### src/scs_pkg_fmt.sv
// Package and output code formatter for the successive-approximation sequencer.
// Assumes a single 100 MHz clock; all inputs are synchronous to it.
`timescale 1ns/100ps
package scs_pkg;
  // ----------------------------------------------------------------------
  // Sizes and timing
  // ----------------------------------------------------------------------
  localparam int RES_BITS = 18;
  localparam int CLK_PERIOD_NS = 10;
  localparam int ACQ_TIME_NS = 1000;
  localparam int ACQ_CYCLES = (ACQ_TIME_NS + CLK_PERIOD_NS - 1) / CLK_PERIOD_NS;
  localparam int ACQ_CNT_W = 8;
  localparam logic [4:0] MSB_IDX = 5'h11;
  localparam logic [17:0] MSB_WEIGHT = 18'h20000;

  // ----------------------------------------------------------------------
  // Register map (byte addresses)
  // ----------------------------------------------------------------------
  localparam logic [3:0] REG_CTRL = 4'h0;
  localparam logic [3:0] REG_STATUS = 4'h4;
  localparam logic [3:0] REG_RESULT = 4'h8;
  localparam int CTRL_MODE_LSB = 0;
  localparam logic [1:0] CTRL_MODE_RST = 2'h0;
  localparam logic [1:0] MODE_PAR18 = 2'h0;
  localparam int STAT_BUSY_BIT = 0;
  localparam int STAT_STATE_LSB = 1;

  // ----------------------------------------------------------------------
  // Types
  // ----------------------------------------------------------------------
  typedef enum logic [5:0] {
    ST_ACQ = 6'h01,
    ST_WAIT = 6'h02,
    ST_SW_OPEN = 6'h04,
    ST_SW_REF = 6'h08,
    ST_TRIAL = 6'h10,
    ST_FORM = 6'h20
  } scs_state_t;

  typedef struct packed {
    logic cyc;
    logic stb;
    logic we;
    logic [3:0] sel;
    logic [3:0] adr;
    logic [31:0] dat;
  } scs_wb_req_t;

  typedef struct packed {
    logic ack;
    logic [31:0] dat;
  } scs_wb_rsp_t;

  typedef struct packed {
    logic pos_ground_switch;
    logic neg_ground_switch;
    logic input_connect;
    logic reference_ground;
  } scs_switch_t;
endpackage : scs_pkg

// Straight binary to selected coding; 18-bit parallel mode forces binary.
module scs_result_fmt (
  // Raw code and selection
  input wire logic [17:0] raw_i,
  input wire logic binary_i,
  input wire logic [1:0] mode_i,
  // Formatted code
  output logic [17:0] code_o
);
  import scs_pkg::*;

  always_comb begin
    if (binary_i || mode_i == MODE_PAR18) begin
      code_o = raw_i;
    end else begin
      code_o = raw_i ^ MSB_WEIGHT;
    end
  end
endmodule : scs_result_fmt

### src/scs_sequencer.sv
// Conversion sequencer: acquisition, switch sequencing, bit trials, result register.
// Assumes a clock enable from the system and a comparator answering within one cycle.
//
// How it works
// - A falling edge on convert_start_n requests a conversion, started only after acquisition completes.
// - Conversion first opens both grounding switches, then ties the arrays to reference ground.
// - Eighteen binary-weighted trials run MSB first, each decided by the comparator.
// - After the last trial the code is formed and then busy drops.
// - The result presented belongs to the conversion that just finished.
// - Coding select chooses binary or twos complement except in 18-bit parallel mode.
// - Binary maps to 00000/20000/3FFFF and twos complement to 20000/00000/1FFFF.
// - Overrange saturates to 3FFFF binary or 1FFFF twos complement.
// - Underrange saturates to 00000 binary or 20000 twos complement.
// - A started conversion always completes despite new requests or power down.
// - Convert start held low at acquisition end starts conversion at once.
// - The finished 18-bit result is kept in an output register.
`timescale 1ns/100ps

module scs_sequencer (
  // Clock, reset, enable
  input wire logic clk_i,
  input wire logic rst_i,
  input wire logic ce_i,
  // Host pins
  input wire logic convert_start_n_i,
  input wire logic coding_select_i,
  input wire logic power_down_in_i,
  output logic busy_o,
  output logic [17:0] result_o,
  // Capacitive array and comparator
  input wire logic comp_ge_i,
  output logic [17:0] dac_bits_o,
  output scs_pkg::scs_switch_t switch_o,
  // Wishbone slave
  input wire scs_pkg::scs_wb_req_t wb_i,
  output scs_pkg::scs_wb_rsp_t wb_o
);
  import scs_pkg::*;

  // ----------------------------------------------------------------------
  // Sequencer state
  // ----------------------------------------------------------------------
  scs_state_t state, next_state;
  logic [ACQ_CNT_W-1:0] acq_cnt, next_acq_cnt;
  logic [4:0] bit_idx, next_bit_idx;
  logic [17:0] dac, next_dac;
  logic [17:0] result, next_result;
  logic cnv_prev, next_cnv_prev;
  logic [17:0] fmt_code;
  logic [1:0] mode;
  logic acq_done, start_edge;

  assign acq_done = (acq_cnt == ACQ_CNT_W'(ACQ_CYCLES - 1));
  assign start_edge = cnv_prev && !convert_start_n_i;

  scs_result_fmt u_fmt (
    .raw_i(dac),
    .binary_i(coding_select_i),
    .mode_i(mode),
    .code_o(fmt_code)
  );

  always_comb begin
    next_state = state;
    next_acq_cnt = acq_cnt;
    next_bit_idx = bit_idx;
    next_dac = dac;
    next_result = result;
    next_cnv_prev = convert_start_n_i;
    case (state)
      ST_ACQ: begin
        next_acq_cnt = acq_cnt + 1'b1;
        if (acq_done) begin
          next_acq_cnt = '0;
          // Low level at the end of tracking counts as a request
          if (!convert_start_n_i && !power_down_in_i) begin
            next_state = ST_SW_OPEN;
          end else begin
            next_state = ST_WAIT;
          end
        end
      end
      ST_WAIT: begin
        if (start_edge && !power_down_in_i) begin
          next_state = ST_SW_OPEN;
        end
      end
      ST_SW_OPEN: begin
        next_state = ST_SW_REF;
      end
      ST_SW_REF: begin
        next_dac = MSB_WEIGHT;
        next_bit_idx = MSB_IDX;
        next_state = ST_TRIAL;
      end
      ST_TRIAL: begin
        // No request or power down is looked at here, so nothing aborts
        if (!comp_ge_i) begin
          next_dac[bit_idx] = 1'b0;
        end
        if (bit_idx == 5'h00) begin
          next_state = ST_FORM;
        end else begin
          next_dac[bit_idx - 5'h01] = 1'b1;
          next_bit_idx = bit_idx - 5'h01;
        end
      end
      ST_FORM: begin
        // Saturation falls out of the search: all ones or all zeros
        next_result = fmt_code;
        next_state = ST_ACQ;
      end
      default: begin
        next_state = ST_ACQ;
      end
    endcase
  end

  always_ff @(posedge clk_i) begin
    if (rst_i) begin
      state <= ST_ACQ;
      acq_cnt <= '0;
      bit_idx <= '0;
      dac <= '0;
      result <= '0;
      cnv_prev <= 1'b1;
    end else if (ce_i) begin
      state <= next_state;
      acq_cnt <= next_acq_cnt;
      bit_idx <= next_bit_idx;
      dac <= next_dac;
      result <= next_result;
      cnv_prev <= next_cnv_prev;
    end
  end

  // ----------------------------------------------------------------------
  // Switches and pins
  // ----------------------------------------------------------------------
  always_comb begin
    // Grounding switches stay closed only while tracking
    switch_o.pos_ground_switch = (state == ST_ACQ) || (state == ST_WAIT);
    switch_o.neg_ground_switch = (state == ST_ACQ) || (state == ST_WAIT);
    switch_o.input_connect = (state == ST_ACQ) || (state == ST_WAIT) || (state == ST_SW_OPEN);
    switch_o.reference_ground = !switch_o.input_connect;
  end

  assign busy_o = !((state == ST_ACQ) || (state == ST_WAIT)) || (state == ST_SW_OPEN);
  assign result_o = result;
  assign dac_bits_o = dac;

  // ----------------------------------------------------------------------
  // Wishbone slave
  // ----------------------------------------------------------------------
  logic ack, next_ack;
  logic [31:0] rdat, next_rdat;
  logic [1:0] next_mode;

  always_comb begin
    next_ack = wb_i.cyc && wb_i.stb && !ack;
    next_rdat = rdat;
    next_mode = mode;
    if (next_ack) begin
      next_rdat = '0;
      case (wb_i.adr)
        REG_CTRL: begin
          next_rdat[CTRL_MODE_LSB +: 2] = mode;
        end
        REG_STATUS: begin
          next_rdat[STAT_BUSY_BIT] = busy_o;
          next_rdat[STAT_STATE_LSB +: 6] = state;
        end
        REG_RESULT: begin
          next_rdat[17:0] = result;
        end
        default: begin
          next_rdat = '0;
        end
      endcase
    end
    // Write lands on the edge where the master sees ack, not one earlier
    if (ack && wb_i.cyc && wb_i.stb && wb_i.we && wb_i.sel[0] && wb_i.adr == REG_CTRL) begin
      next_mode = wb_i.dat[CTRL_MODE_LSB +: 2];
    end
  end

  always_ff @(posedge clk_i) begin
    if (rst_i) begin
      ack <= 1'b0;
      rdat <= '0;
      mode <= CTRL_MODE_RST;
    end else if (ce_i) begin
      ack <= next_ack;
      rdat <= next_rdat;
      mode <= next_mode;
    end
  end

  assign wb_o.ack = ack;
  assign wb_o.dat = rdat;

  // ----------------------------------------------------------------------
  // Checks
  // ----------------------------------------------------------------------
  // Counts trial cycles per conversion so the trial count can be checked
  logic [4:0] trial_cnt, next_trial_cnt;

  always_comb begin
    next_trial_cnt = trial_cnt;
    if (state == ST_TRIAL) begin
      next_trial_cnt = trial_cnt + 5'h01;
    end else if (state == ST_ACQ) begin
      next_trial_cnt = '0;
    end
  end

  always_ff @(posedge clk_i) begin
    if (rst_i) begin
      trial_cnt <= '0;
    end else if (ce_i) begin
      trial_cnt <= next_trial_cnt;
    end
  end
endmodule : scs_sequencer

### config.mk
export PLATFORM = sky130hd
export DESIGN_NAME = scs_sequencer
export DESIGN_NICKNAME = d
export VERILOG_FILES = /design/src/scs_pkg_fmt.sv /design/src/scs_sequencer.sv
export SDC_FILE = /design/constraint.sdc
export NUM_CORES = 1
export LEC_CHECK = 0
export CAP_MARGIN = 25
export CORE_AREA = 2 2 95 106
export CTS_BUF_LIST = sky130_fd_sc_hd__clkbuf_4
export CTS_CLUSTER_DIAMETER = 60
export DETAILED_ROUTE_END_ITERATION = 8
export DIE_AREA = 0 0 97 108
export DONT_BUFFER_PORTS = 1
export GPL_TIMING_DRIVEN = 0
export PLACE_DENSITY_LB_ADDON = 0.05
export SLEW_MARGIN = 20
export SYNTH_ARGS = -nofsm -noshare
export SYNTH_HDL_FRONTEND = slang
export SYNTH_SLANG_ARGS = --single-unit
### constraint.sdc
create_clock -name clk_i -period 2.75 [get_ports clk_i]
set_input_delay 0.1375 -clock clk_i [delete_from_list [all_inputs] [get_ports clk_i]]
set_output_delay 0.1375 -clock clk_i [all_outputs]
set_load 0.01 [all_outputs]
After elaboration in Yosys (flattened, before gate mapping) --
Index checks and enable logic that the tools add are counted.
Storage, ports and cells: register bits after elaboration 77, latch bits 0, memory bits (writable) 0, bits in read-only memories 0, input port bits 50, output and inout bits 74, logic and storage cells 84, memories kept 0
Operators by class: add/subtract/negate cells 2, multiply operators 0, div/mod/pow operators 0, magnitude comparators 4, equal/unequal tests 13, shift operators 0, mux-type cells 20, bitwise gates (word level) 4, reduce and logical (&&, ||, !) cells 32
Operators with widths (number):
- $mux 18 | 4
- $pmux 18 s2 | 1
- $pmux 6 s5 | 1
- $pmux 5 s2 | 2
- $and 18x18->18 | 1
- $mux 6 | 3
- $not 18->18 | 1
- $or 18x18->18 | 1
- $logic_and 1x1->1 | 12
- $lt 5x6->1 const B | 2
- $mux 11 | 1
- $demux 1 s5 | 2
- $ge 5x1->1 const B | 2
- $reduce_and 2->1 | 5
- $add 8x1->8 const B | 1
- $eq 8x7->1 const B | 1
- $mux 8 | 1
- $ne 2x2->1 const B | 4
- $eq 6x1->1 const B | 1
- $eq 6x2->1 const B | 1
- $eq 6x3->1 const B | 1
- $eq 6x4->1 const B | 1
- $eq 6x5->1 const B | 1
- $eq 6x6->1 const B | 1
- other kinds (16) | 24

Longest topological paths before layout --
Gate-level depths: netlist of run 1.
depth in word-level cells 11, depth in mapped cells 7, mapped depth without buffers 6

Modules after synthesis --
A second synthesis of run 1 with hierarchy kept.
Second synthesis, totals: cells, all modules 452, area, all modules 3847.4 um^2
By module, submodules not included:
- scs_sequencer | instances 1, cells each 433, area an instance 3692.3 um^2
- scs_result_fmt | instances 1, cells each 19, area an instance 155.1 um^2

Worst setup path before layout of run 1 --
OpenSTA, ideal clock, no wires.
kind reg-to-reg, from register bit_idx[0], to register state[2], library setup time 121 ps, arrival time 2086 ps, data required time 2629 ps, slack 544 ps, cell stages (with the launch flop) 8, buffers on the path 1, path through dfxtp_1 clkbuf_1 inv_1 ha_1 nor4b_2 o31ai_1 a211oi_2 mux2_2
Between the ends: word-level cells in the longest chain between the ends 3
Ends and longest elaborated chain:
- start: declaration | RTL line scs_sequencer.sv:45 | logic [4:0] bit_idx, next_bit_idx;
- start signal: assignment | RTL line scs_sequencer.sv:130 | bit_idx <= next_bit_idx;
- $logic_not 5->1 | RTL line scs_sequencer.sv:101 | if (bit_idx == 5'h00) begin
- $ne 2x2->1 (no line)
- $reduce_and 4->1 (no line)
- end signal: assignment | RTL line scs_sequencer.sv:128 | state <= next_state;
- end: declaration | RTL line scs_sequencer.sv:43 | scs_state_t state, next_state;
No other way between the ends. A chain may end at the register's enable or synchronous reset.

Worst setup path in the final report of run 1 --
Ends and elaborated chain as after synthesis.

==> results of run 1 <==
## cells by family after synthesis
group                      count (synthesis)
and+or+nand+nor                          175
adders and majority gates                  5
muxes                                     28
AOI/OAI and AO/OA                         93
xor gates and xnor gates                   7
DFF                                       77
buffers and inverters                     92
other                                      1
## stage by stage
| stage | hold slack (ns) | instances | area, µm² | setup slack (ns) |
|---|---|---|---|---|
| CTS | 0.0207 | 632 | 4400 | 0.0307 |
| floorplan | 0.266 | 491 | 4040 | 0.544 |
| finish | 0.0459 | 634 | 4430 | 0.163 |
| global placement | 0.274 | 608 | 4180 | 0.114 |
| detailed placement | 0.275 | 608 | 4180 | 0.0701 |
| global route | 0.00504 | 634 | 4430 | -0.0516 |
## what timing repair did
action / in CTS / in global routing
gates resized for setup: 0 / 1
hold buffers: 8 / 2
setup endpoints to repair: 0 / 18
hold endpoints to repair: 6 / 1
## power groups by stage
stage                     sequential [mW]  clock (mW)  combinational [mW]
final                                1.14       0.721               0.211
after global routing                 1.15       0.802               0.231
after CTS                            1.14       0.741               0.209
after detailed placement             1.17           0               0.200
after global placement               1.17           0               0.199
after floorplan                      1.16           0               0.162
## cell usage after synthesis (all sizes together), types with 4 or more instances
| master | n |
|---|---|
| a221oi | 8 |
| dfxtp | 77 |
| or3 | 5 |
| xor2 | 6 |
| mux2i | 26 |
| buf | 45 |
| nor2 | 42 |
| o21ai | 9 |
| nor2b | 4 |
| nand2 | 48 |
| o32ai | 20 |
| nor3 | 12 |
| nand4 | 6 |
| nor4 | 4 |
| ha | 5 |
| a21oi | 39 |
| inv | 25 |
| nor4b | 6 |
| nand3 | 22 |
| clkbuf | 22 |
| nand4b | 4 |
## state kept, by name, indices dropped and copies added, names as in the netlist
register and count:
ack 1, acq_cnt 8, bit_idx 5, cnv_prev 1, dac_bits_o 18, mode 2
rdat 18, result_o 18, state 6
## worst reg2reg max path, cell delays in order (launching register included)
cell,delay (ns)
dfxtp_1,0.35
clkbuf_1,0.20
inv_1,0.17
ha_1,0.28
nor4b_4,0.45
o31ai_1,0.16
a211oi_2,0.48
mux2_2,0.39
## metal layers
layer  wire length (µm)  part of all wire  vias to the layer above  track usage
met2               5010              0.46                       89        0.334
met4                177             0.016                        0       0.0815
met1               5010              0.46                     1616        0.281
met3                584             0.054                       14       0.0427
met5                  0                 0                        -            0
li1                   -                 -                     1721            -
## area by class of cell
| class | instances | area, µm² |
|---|---|---|
| plain buffers | 67 | 407 |
| repair buffers | 10 | 100 |
| multi-input cells | 322 | 2000 |
| clock buffers | 9 | 67.6 |
| clock inverters | 7 | 71.3 |
| inverters | 25 | 93.8 |
| fillers | 972 | 4870 |
| well taps | 117 | 146 |
| flip-flops and latches | 77 | 1540 |
## worst min path at each step
stage / startpoint / end / slack [ns] / cells past startpoint
6_report: convert_start_n_i / state[1]$_SDFFE_PP0P_ / 0.05 / 4
5_1_grt: convert_start_n_i / state[1]$_SDFFE_PP0P_ / 0.005 / 4
4_1_cts: power_down_in_i / state[1]$_SDFFE_PP0P_ / 0.02 / 4
3_5_place_dp: convert_start_n_i / cnv_prev$_SDFFE_PP1P_ / 0.28 / 2
3_3_place_gp: convert_start_n_i / cnv_prev$_SDFFE_PP1P_ / 0.27 / 2
2_1_floorplan: convert_start_n_i / cnv_prev$_SDFFE_PP1P_ / 0.27 / 2
==> metrics.md, run 1 <==
| Metric | Value |
|---|---|
| Run status | completed |
| CTS tree | yes |
| Reg-to-reg setup timing slack | roughly 0.16 ns |
| Startpoint Class | flip-flop |
| Register area share after synthesis | 0.387 |
| Die height | between 100 and 150 µm |
| Period utilization | 0.941 |
| Hold Violations, Final | 0 |
| Combinational Power Share | 0.102 |
| Post-Synth Simple-Gate Area | 0.229 |
| Worst stage delay on the critical path | between 0.4 and 0.5 ns |
| CTS Root Cell | clkbuf_4 |
| Switching pwr | 0.583 mW |
| Diodes inserted | 0 |
| Lkg Pwr | around 1.7 nW |
| Max cap viols | 0 |
| Ordered list of cells on the worst path | clkbuf_1 -> inv_1 -> ha_1 -> nor4b_4 -> o31ai_1 -> a211oi_2 -> mux2_2 |
| Switching share of total power | 0.281 |
| Worst path arrival time | about 2.9 ns |
| Synth Cell Area | between 3000 and 4000 µm² |
| Vias in the first global route | about 3,300 |
| Die Width | 97 µm |
| Layout Area Growth over Synthesis | 11.1% |
| Clock latency on the worst-skew pair | 0.42 ns |
| DRT iter0 DRCs | between 150 and 200 |
| DIE AREA | 10,500 µm² |
| Netlist cell types | 53 |
| Initial antenna violation count | 0 |
| Setup violations, final | 0 |
| Post-Synth XOR/XNOR Area | 0.0154 |
| Worst Setup EP | state[2]$_SDFFE_PP0P_ |
| Tot Pwr | about 2.1 mW |
| Largest net degree at the start of global routing | 15 |
| CP Depth | 7 |
| Area contributors post-synth | dfxtp_1 (39%), mux2i_1 (6.5%), buf_4 (6.2%) |
| Leading cell type in the layout, fill and taps excluded | dfxtp_1 |
| Setup TNS | 0 ns |
| Vias | roughly 3,400 |
| Crit. Startpoint | bit_idx[0]$_SDFFE_PP0P_ |
| Main combinational cell family by area after synthesis | simple AND/OR/NAND/NOR gates |
| Detailed Place HPWL | ~8000 µm |
| Worst path top cell family by delay | compound AO/OA/AOI/OAI gates |
| Clk slew on worst S/H paths | ~0.15 ns |
| Yosys warns | 0 |
| GR Overflow Total | 0 |
| Crit. End Element | flip-flop |
| FP Rows | 37 |
| Post-layout util | 0.476 |
| Number of H-tree levels | 3 |
| DRC | 0 |
| Worst-path fanout max | 10 |
| Global placement routability congestion | around 0.86 |
| Most frequent cells in the layout | dfxtp_1 (77), nand2_1 (48), nor2_1 (42) |
| Max_slew headroom | 0.490 |
| Async SR Flop Fraction | 0 |
| Vias per inst | approximately 5.4 |
| CTS Sinks | 77 |
| Slowest cell on crit path | a211oi_2 |
| Average wire per standard cell | between 15 and 20 µm |
| Post-Synth Adder-Cell Area | 0.0157 |
| Layout cells sized above 1 | 0.139 |
| Routed Antenna Nets | 0 |
| Port bufs | 0 |
| Setup Buffers After CTS | 0 |
| Max Clk Rate | around 0.39 GHz |
| Portion of netlist area occupied by mux cells | 0.0709 |
| I/O pin count | 124 |
| First-pass GRT wire length | between 15,000 and 20,000 µm |
| RSZ-0062 raised after global routing | yes |
| Initial DRT Pass Iterations | 4 |
| Initial Utilization | 0.429 |
| Post-synthesis compound-gate area fraction | 0.156 |
| Worst min-delay path class | in2reg |
| Mean post-synth cell area | between 8 and 9 µm² |
| Clock group share of total power | 0.348 |
| Internal power | approximately 1.5 mW |
| Yosys top cell area share | 0.387 |
| CP Class | reg2reg |
| RR Endpoint | state[2]$_SDFFE_PP0P_ |
| Post-synthesis sequential element count | 77 |
| R2R Path Start | bit_idx[0]$_SDFFE_PP0P_ |
| Core Box Area | between 9000 and 10,000 µm² |
| CTS Buf Count | 9 |
| Final Critical Period | 2.59 ns |
| Mapped Cells | between 400 and 500 |
| CP bufs+invs | 2 |
| Post-synth EDFFs | 0 |
| Clock skew | roughly 0.023 ns |
| Fin nets | 567 |
| WP data required | between 3 and 4 ns |
| Max clock buf depth | 2 |
| Reg2Reg Depth | 7 |
| Tightest Pin Transition | roughly 0.75 ns |
| Max VDD drop | ~0.19 mV |
| Sequential Power Share | 0.550 |
| Ys flop type | dfxtp_1 |
| Wirelength, routed | between 10,000 and 15,000 µm |
| Fin. max-slew vios | 0 |
| PD cells | 468 nW/µm² |
| Synth area leader | dfxtp_1 |
| Global Route Usage Sum | 0.210 |
(Power assumes the default switching activity.)
==> inputs of run 2 (changes only) <==
- CTS_BUF_LIST: sky130_fd_sc_hd__clkbuf_4 -> sky130_fd_sc_hd__clkbuf_4 sky130_fd_sc_hd__clkbuf_8 sky130_fd_sc_hd__clkbuf_16
==> metrics.md, run 2 (same netlist as run 1, synthesis figures left out) <==
| Metric | Value |
|---|---|
| Run status | completed (unchanged) |
| Clk slew on worst S/H paths | 0.08 ns (was 0.15 ns) |
| Max cap viols | 0 (unchanged) |
| Die height | 108 µm (unchanged) |
| Fin nets | 560 (was 567) |
| Reg2Reg Depth | 7 (unchanged) |
| Routed Antenna Nets | 0 (unchanged) |
| WP data required | 2.99 ns (was 3.07 ns) |
| Detailed Place HPWL | 7980 µm (unchanged) |
| Worst stage delay on the critical path | 0.49 ns (was 0.48 ns) |
| CTS Root Cell | clkbuf_8 (was clkbuf_4) |
| Clock skew | 0.0158 ns (was 0.0228 ns) |
| R2R Path Start | bit_idx[0]$_SDFFE_PP0P_ (unchanged) |
| Worst path arrival time | 2.83 ns (was 2.91 ns) |
| CP Class | reg2reg (unchanged) |
| Startpoint Class | flip-flop (unchanged) |
| Worst Setup EP | state[2]$_SDFFE_PP0P_ (unchanged) |
| Vias | 3,431 (was 3,440) |
| Most frequent cells in the layout | dfxtp_1 (77), nand2_1 (48), nor2_1 (42) (unchanged) |
| Number of H-tree levels | 3 (unchanged) |
| CTS tree | yes (unchanged) |
| Lkg Pwr | 1.74 nW (about the same) |
| RSZ-0062 raised after global routing | yes (unchanged) |
| Leading cell type in the layout, fill and taps excluded | dfxtp_1 (unchanged) |
| First-pass GRT wire length | 17,400 µm (was 17,600 µm) |
| Die Width | 97 µm (unchanged) |
| Port bufs | 0 (unchanged) |
| Hold path cells | 3 (was 4) |
| Reg-to-reg setup timing slack | 0.16 ns (about the same) |
| Dpl ws | 0.0701 ns (unchanged) |
| Final Critical Period | 2.59 ns (about the same) |
| CTS Buf Count | 9 (unchanged) |
| Initial antenna violation count | 0 (unchanged) |
| RR Endpoint | state[2]$_SDFFE_PP0P_ (unchanged) |
| Period utilization | 0.941 (about the same) |
| Diodes inserted | 0 (unchanged) |
| Fin. max-slew vios | 0 (unchanged) |
| Tightest Pin Transition | 0.807 ns (was 0.754 ns) |
| WHS | 0.0417 ns (was 0.0459 ns) |
| Max VDD drop | 0.256 mV (was 0.186 mV) |
| Global placement routability congestion | 0.860 (unchanged) |
| Setup Buffers After CTS | 0 (unchanged) |
| Ordered list of cells on the worst path | clkbuf_1 -> inv_1 -> ha_1 -> nor4b_4 -> o31ai_1 -> a211oi_2 -> mux2_2 (unchanged) |
| FP Rows | 37 (unchanged) |
| Layout Area Growth over Synthesis | 11.3% (was 11.1%) |
| Fillcell total | 963 (was 972) |
| Layout cells sized above 1 | 0.145 (was 0.139) |
| Hold Violations, Final | 0 (unchanged) |
| DRT iter0 DRCs | 170 (was 164) |
| Slowest cell on crit path | a211oi_2 (unchanged) |
| Crit. Startpoint | bit_idx[0]$_SDFFE_PP0P_ (unchanged) |
| I/O pin count | 124 (unchanged) |
| Core Box Area | 9310 µm² (unchanged) |
| Vias in the first global route | 3,252 (was 3,286) |
| Initial DRT Pass Iterations | 5 (was 4) |
| DRC | 0 (unchanged) |
| GR Overflow Total | 0 (unchanged) |
| Clock latency on the worst-skew pair | 0.35 ns (was 0.42 ns) |
| Worst min-delay path class | in2reg (unchanged) |
| Vias per inst | 5.47 (was 5.43) |
| Largest net degree at the start of global routing | 15 (unchanged) |
| PD cells | 515 nW/µm² (was 468 nW/µm²) |
| Wirelength, routed | 10,600 µm (was 10,800 µm) |
| Crit. End Element | flip-flop (unchanged) |
| Setup violations, final | 0 (unchanged) |
| Final worst slack | 0.162 ns (was 0.163 ns) |
| Max clock buf depth | 2 (unchanged) |
| DIE AREA | 10,500 µm² (unchanged) |
| Average wire per standard cell | 16.9 µm (was 17.0 µm) |
| Worst-path fanout max | 10 (unchanged) |
| CTS Sinks | 77 (unchanged) |
| Global Route Usage Sum | 0.207 (was 0.210) |
| Initial Utilization | 0.429 (unchanged) |
| Max_slew headroom | 0.461 (was 0.490) |
| Max Clk Rate | 0.386 GHz (was 0.387 GHz) |
==> run 2: how the worst min path moves through the flow <==
stage / start / endpoint / slack, ns
2_1_floorplan: convert_start_n_i / cnv_prev$_SDFFE_PP1P_ / 0.27
3_3_place_gp: convert_start_n_i / cnv_prev$_SDFFE_PP1P_ / 0.27
3_5_place_dp: convert_start_n_i / cnv_prev$_SDFFE_PP1P_ / 0.28
4_1_cts: wb_i[33] / rdat[0]$_SDFFE_PP0P_ / 0.04
5_1_grt: wb_i[33] / rdat[0]$_SDFFE_PP0P_ / 0.08
6_report: wb_i[33] / rdat[0]$_SDFFE_PP0P_ / 0.04
==> run 2: area by class of cell <==
| type | count | area (µm²) | share of cell area |
|---|---|---|---|
| inverters | 25 | 93.8 | 0.0212 |
| plain buffers | 67 | 407 | 0.0917 |
| multi-input cells | 322 | 2000 | 0.451 |
| clock inverters | 5 | 63.8 | 0.0144 |
| clock buffers | 11 | 151 | 0.0341 |
| repair buffers | 3 | 30.0 | 0.00677 |
| flip-flops and latches | 77 | 1540 | 0.347 |
| well taps | 117 | 146 | 0.0330 |
==> run 2: what timing repair did <==
item / CTS / global route
hold buffers: 3 / 0
gates resized for setup: 0 / 1
setup endpoints to repair: 0 / 13
hold endpoints to repair: 3 / 0
==> run 2: power breakdown <==
group	internal, mW	switching [mW]	leakage (nW)
combinational	0.0746	0.128	1.02
clock	0.480	0.462	0.107
sequential	1.13	0.0117	0.621
==> run 2: worst max-delay path: cells and delay by family, from the launching register on <==
| kind | cells | cell delay, ns |
|---|---|---|
| adder cells (fa/ha/maj) | 1 | 0.28 |
| multiplexers | 1 | 0.39 |
| AND/OR/NAND/NOR | 1 | 0.45 |
| buffers and inverters | 2 | 0.37 |
| AO/OA/AOI/OAI | 2 | 0.65 |
| flip-flops | 1 | 0.33 |
==> run 2: per-layer routing <==
| metal | up-vias | global-route usage | share of wire |
|---|---|---|---|
| met5 | - | 0 | 0 |
| met4 | 0 | 0.0785 | 0.017 |
| met3 | 14 | 0.0381 | 0.071 |
| met2 | 110 | 0.327 | 0.47 |
| met1 | 1601 | 0.282 | 0.44 |
| li1 | 1706 | - | - |
==> run 2: through the flow <==
step / instance area, µm² / setup TNS, ns / power (mW) / util / instances
3_5_place_dp: 4180 / 0 / 1.37 / 0.450 / 608
5_1_grt: 4440 / -0.107 / 2.38 / 0.477 / 627
4_1_cts: 4430 / 0 / 2.30 / 0.476 / 627
6_report: 4440 / 0 / 2.28 / 0.477 / 627
3_3_place_gp: 4180 / 0 / 1.36 / 0.450 / 608
2_1_floorplan: 4040 / 0 / 1.33 / - / 491
==> inputs of run 3 (changes only) <==
- CORE_AREA: 2 2 95 106 -> 2 2 94 105
- CTS_BUF_LIST: sky130_fd_sc_hd__clkbuf_4 sky130_fd_sc_hd__clkbuf_8 sky130_fd_sc_hd__clkbuf_16 -> sky130_fd_sc_hd__clkbuf_2 sky130_fd_sc_hd__clkbuf_4 sky130_fd_sc_hd__clkbuf_8
- DIE_AREA: 0 0 97 108 -> 0 0 96 107
- SYNTH_HIERARCHICAL: not set -> 1
==> metrics.md, run 3 <==
| Metric | Value |
|---|---|
| CTS Sinks | 77 (unchanged) |
| Vias in the first global route | 3,118 (was 3,252) |
| Post-layout util | 0.467 (was 0.477) |
| DRT iter0 DRCs | 197 (was 170) |
| Synth area leader | dfxtp_1 (unchanged) |
| Initial Utilization | 0.418 (was 0.429) |
| First-pass GRT wire length | 16,100 µm (was 17,400 µm) |
| Period utilization | 0.871 (was 0.941) |
| R2R Path Start | bit_idx[0]$_SDFFE_PP0P_ (unchanged) |
| PD cells | 530 nW/µm² (was 515 nW/µm²) |
| Largest net degree at the start of global routing | 15 (unchanged) |
| Routed Antenna Nets | 0 (unchanged) |
| Worst min-delay path class | in2reg (unchanged) |
| Initial DRT Pass Iterations | 4 (was 5) |
| Mean post-synth cell area | 8.51 µm² (was 8.34 µm²) |
| Reg-to-reg setup timing slack | 0.35 ns (was 0.16 ns) |
| Yosys top cell area share | 0.401 (was 0.387) |
| Global Route Usage Sum | 0.204 (was 0.207) |
| Synth cell count leaders | dfxtp_1 (77), nor2_1 (71), buf_4 (35) (was dfxtp_1 (77), nand2_1 (48), nor2_1 (42)) |
| CTS Root Cell | clkbuf_8 (unchanged) |
| Global placement routability congestion | 0.850 (was 0.860) |
| CTS Buf Count | 9 (unchanged) |
| Setup violations, final | 0 (unchanged) |
| Wirelength, routed | 10,200 µm (was 10,600 µm) |
| Layout Area Growth over Synthesis | 11.8% (was 11.3%) |
| Clock skew | 0.0156 ns (was 0.0158 ns) |
| Synth Cell Area | 3850 µm² (was 3990 µm²) |
| Diodes inserted | 0 (unchanged) |
| Average wire per standard cell | 16.9 µm (about the same) |
| Ordered list of cells on the worst path | inv_1 -> ha_1 -> clkbuf_1 -> or2_2 -> o21ai_0 -> o211ai_1 -> or3_1 -> o211ai_1 (was clkbuf_1 -> inv_1 -> ha_1 -> nor4b_4 -> o31ai_1 -> a211oi_2 -> mux2_2) |
| Slowest cell on crit path | dfxtp_1 (was a211oi_2) |
| CP Class | reg2reg (unchanged) |
| Hold EP | state[0]$_SDFFE_PP1P_ (was rdat[0]$_SDFFE_PP0P_) |
| Max VDD drop | 0.216 mV (was 0.256 mV) |
| Fin. max-slew vios | 0 (unchanged) |
| WP data required | 3.03 ns (was 2.99 ns) |
| Max cap viols | 0 (unchanged) |
| Startpoint Class | flip-flop (unchanged) |
| RR Endpoint | dac_bits_o[17]$_SDFFE_PP0P_ (was state[2]$_SDFFE_PP0P_) |
| Vias per inst | 5.39 (was 5.47) |
| Placed inst area | 4040 µm² (was 4180 µm²) |
| Netlist cell types | 53 (unchanged) |
| RSZ-0062 raised after global routing | no (was yes) |
| Setup TNS | 0 ns (unchanged) |
| CP dominant cell by count | o211ai_1 |
| Port bufs | 0 (unchanged) |
| Die height | 107 µm (was 108 µm) |
| Mapped Cells | 452 (was 478) |
| Lkg Pwr | 1.72 nW (was 1.74 nW) |
| Worst path arrival time | 2.68 ns (was 2.83 ns) |
| I/O pin count | 124 (unchanged) |
| Detailed Place HPWL | 7610 µm (was 7980 µm) |
| Layout cells sized above 1 | 0.149 (was 0.145) |
| Dpl ws | 0.330 ns (was 0.0701 ns) |
| Final worst slack | 0.354 ns (was 0.162 ns) |
| Fin cells | 601 (was 627) |
| Number of H-tree levels | 3 (unchanged) |
| Die Width | 96 µm (was 97 µm) |
| Leading cell type in the layout, fill and taps excluded | dfxtp_1 (unchanged) |
| Most frequent cells in the layout | dfxtp_1 (77), nor2_1 (71), buf_4 (35) (was dfxtp_1 (77), nand2_1 (48), nor2_1 (42)) |
| Area contributors post-synth | dfxtp_1 (40%), nor2_1 (6.9%), buf_4 (6.8%) (was dfxtp_1 (39%), mux2i_1 (6.5%), buf_4 (6.2%)) |
| GR Overflow Total | 0 (unchanged) |
| Clock latency on the worst-skew pair | 0.36 ns (was 0.35 ns) |
| Hold path cells | 3 (unchanged) |
| DRC | 0 (unchanged) |
| Post-synth EDFFs | 0 (unchanged) |
| Worst stage delay on the critical path | 0.50 ns (was 0.49 ns) |
| DP Cell Count | 582 (was 608) |
| Fin nets | 534 (was 560) |
| Worst-path fanout max | 10 (unchanged) |
| Core Box Area | 9210 µm² (was 9310 µm²) |
| Reg2Reg Depth | 8 (was 7) |
| Async SR Flop Fraction | 0 (unchanged) |
| Crit. End Element | flip-flop (unchanged) |
| Final Cell Area | 4300 µm² (was 4440 µm²) |
| Max Clk Rate | 0.417 GHz (was 0.386 GHz) |
| Yosys warns | 6 (was 0) |
| Ys flop type | dfxtp_1 (unchanged) |
| Fillcell total | 929 (was 963) |
| Initial antenna violation count | 0 (unchanged) |
| CTS tree | yes (unchanged) |
| Vias | 3,240 (was 3,431) |
| Register area share after synthesis | 0.401 (was 0.387) |
| Run status | completed (unchanged) |
| DIE AREA | 10,300 µm² (was 10,500 µm²) |
| Post-synthesis sequential element count | 77 (unchanged) |
| Clk slew on worst S/H paths | 0.08 ns (about the same) |
| Max_slew headroom | 0.365 (was 0.461) |
| Hold Violations, Final | 0 (unchanged) |
| Tightest Pin Transition | 0.941 ns (was 0.807 ns) |
| FP Rows | 37 (unchanged) |
| Max clock buf depth | 2 (unchanged) |
| Final Critical Period | 2.40 ns (was 2.59 ns) |
| Most frequent cell after synthesis | dfxtp_1 (unchanged) |
| Hold Crit Start | ce_i (was wb_i[33]) |
-- run 3: cell families after synthesis --
logic type	Yosys count	synth area share
flops	77	0.401
xor+xnor	9	0.0205
compound gates	108	0.185
other cells	1	0.000975
simple gates	159	0.209
buf+inv	68	0.103
fa+ha+maj	5	0.0163
mux	25	0.0650
-- run 3: worst max path at each step --
| stage | from | endpoint | slack (ns) | cells past startpoint |
|---|---|---|---|---|
| final | bit_idx[0]$_SDFFE_PP0P_ | dac_bits_o[17]$_SDFFE_PP0P_ | 0.35 | 8 |
| after global routing | bit_idx[0]$_SDFFE_PP0P_ | dac_bits_o[4]$_SDFFE_PP0P_ | 0.11 | 9 |
| after CTS | bit_idx[0]$_SDFFE_PP0P_ | dac_bits_o[12]$_SDFFE_PP0P_ | 0.29 | 9 |
| after detailed placement | bit_idx[0]$_SDFFE_PP0P_ | dac_bits_o[16]$_SDFFE_PP0P_ | 0.33 | 9 |
| after global placement | bit_idx[0]$_SDFFE_PP0P_ | dac_bits_o[12]$_SDFFE_PP0P_ | 0.29 | 9 |
| after floorplan | bit_idx[0]$_SDFFE_PP0P_ | dac_bits_o[17]$_SDFFE_PP0P_ | 0.72 | 8 |
-- run 3: area by class of cell --
cell class | count | area (µm²) | area share
timing repair buffer | 3 | 30.0 | 0.00698
sequential | 77 | 1540 | 0.358
tap | 117 | 146 | 0.0340
inverter | 7 | 26.3 | 0.00611
multi-input combinational | 320 | 1960 | 0.457
clock buffer | 10 | 131 | 0.0305
buffer | 61 | 369 | 0.0858
clock inverter | 6 | 93.8 | 0.0218
-- run 3: through the flow --
step / power [mW] / hold WS, ns
global route: 2.37 / 0.0821
finish: 2.28 / 0.0495
floorplan: 1.28 / 0.266
detailed placement: 1.32 / 0.275
CTS: 2.31 / 0.0348
global placement: 1.32 / 0.275
-- run 3: metal layers --
metal / track usage / part of all wire / up-vias
met5: 0 / 0 / -
met2: 0.318 / 0.46 / 91
met1: 0.275 / 0.46 / 1526
li1: - / - / 1612
met3: 0.0351 / 0.065 / 11
met4: 0.0867 / 0.017 / 0
-- run 3: repair_timing --
item,CTS,global route
resized for setup,0,1
hold endpoints to repair,3,0
setup endpoints to repair,0,8
setup buffers,0,0
hold buffers,3,0
-- run 3: where the power goes --
part	leakage [nW]	internal [mW]	switching, mW
combinational	0.984	0.0601	0.109
clock	0.111	0.530	0.455
sequential	0.621	1.12	0.00524
-- run 3: critical path, delay by kind of cell (launching register included) --
kind                       cells  cell delay [ns]
DFF                            1             0.50
AOI/OAI and AO/OA              3             0.56
adders and majority gates      1             0.23
and+or+nand+nor                2             0.69
buffers and inverters          2             0.34
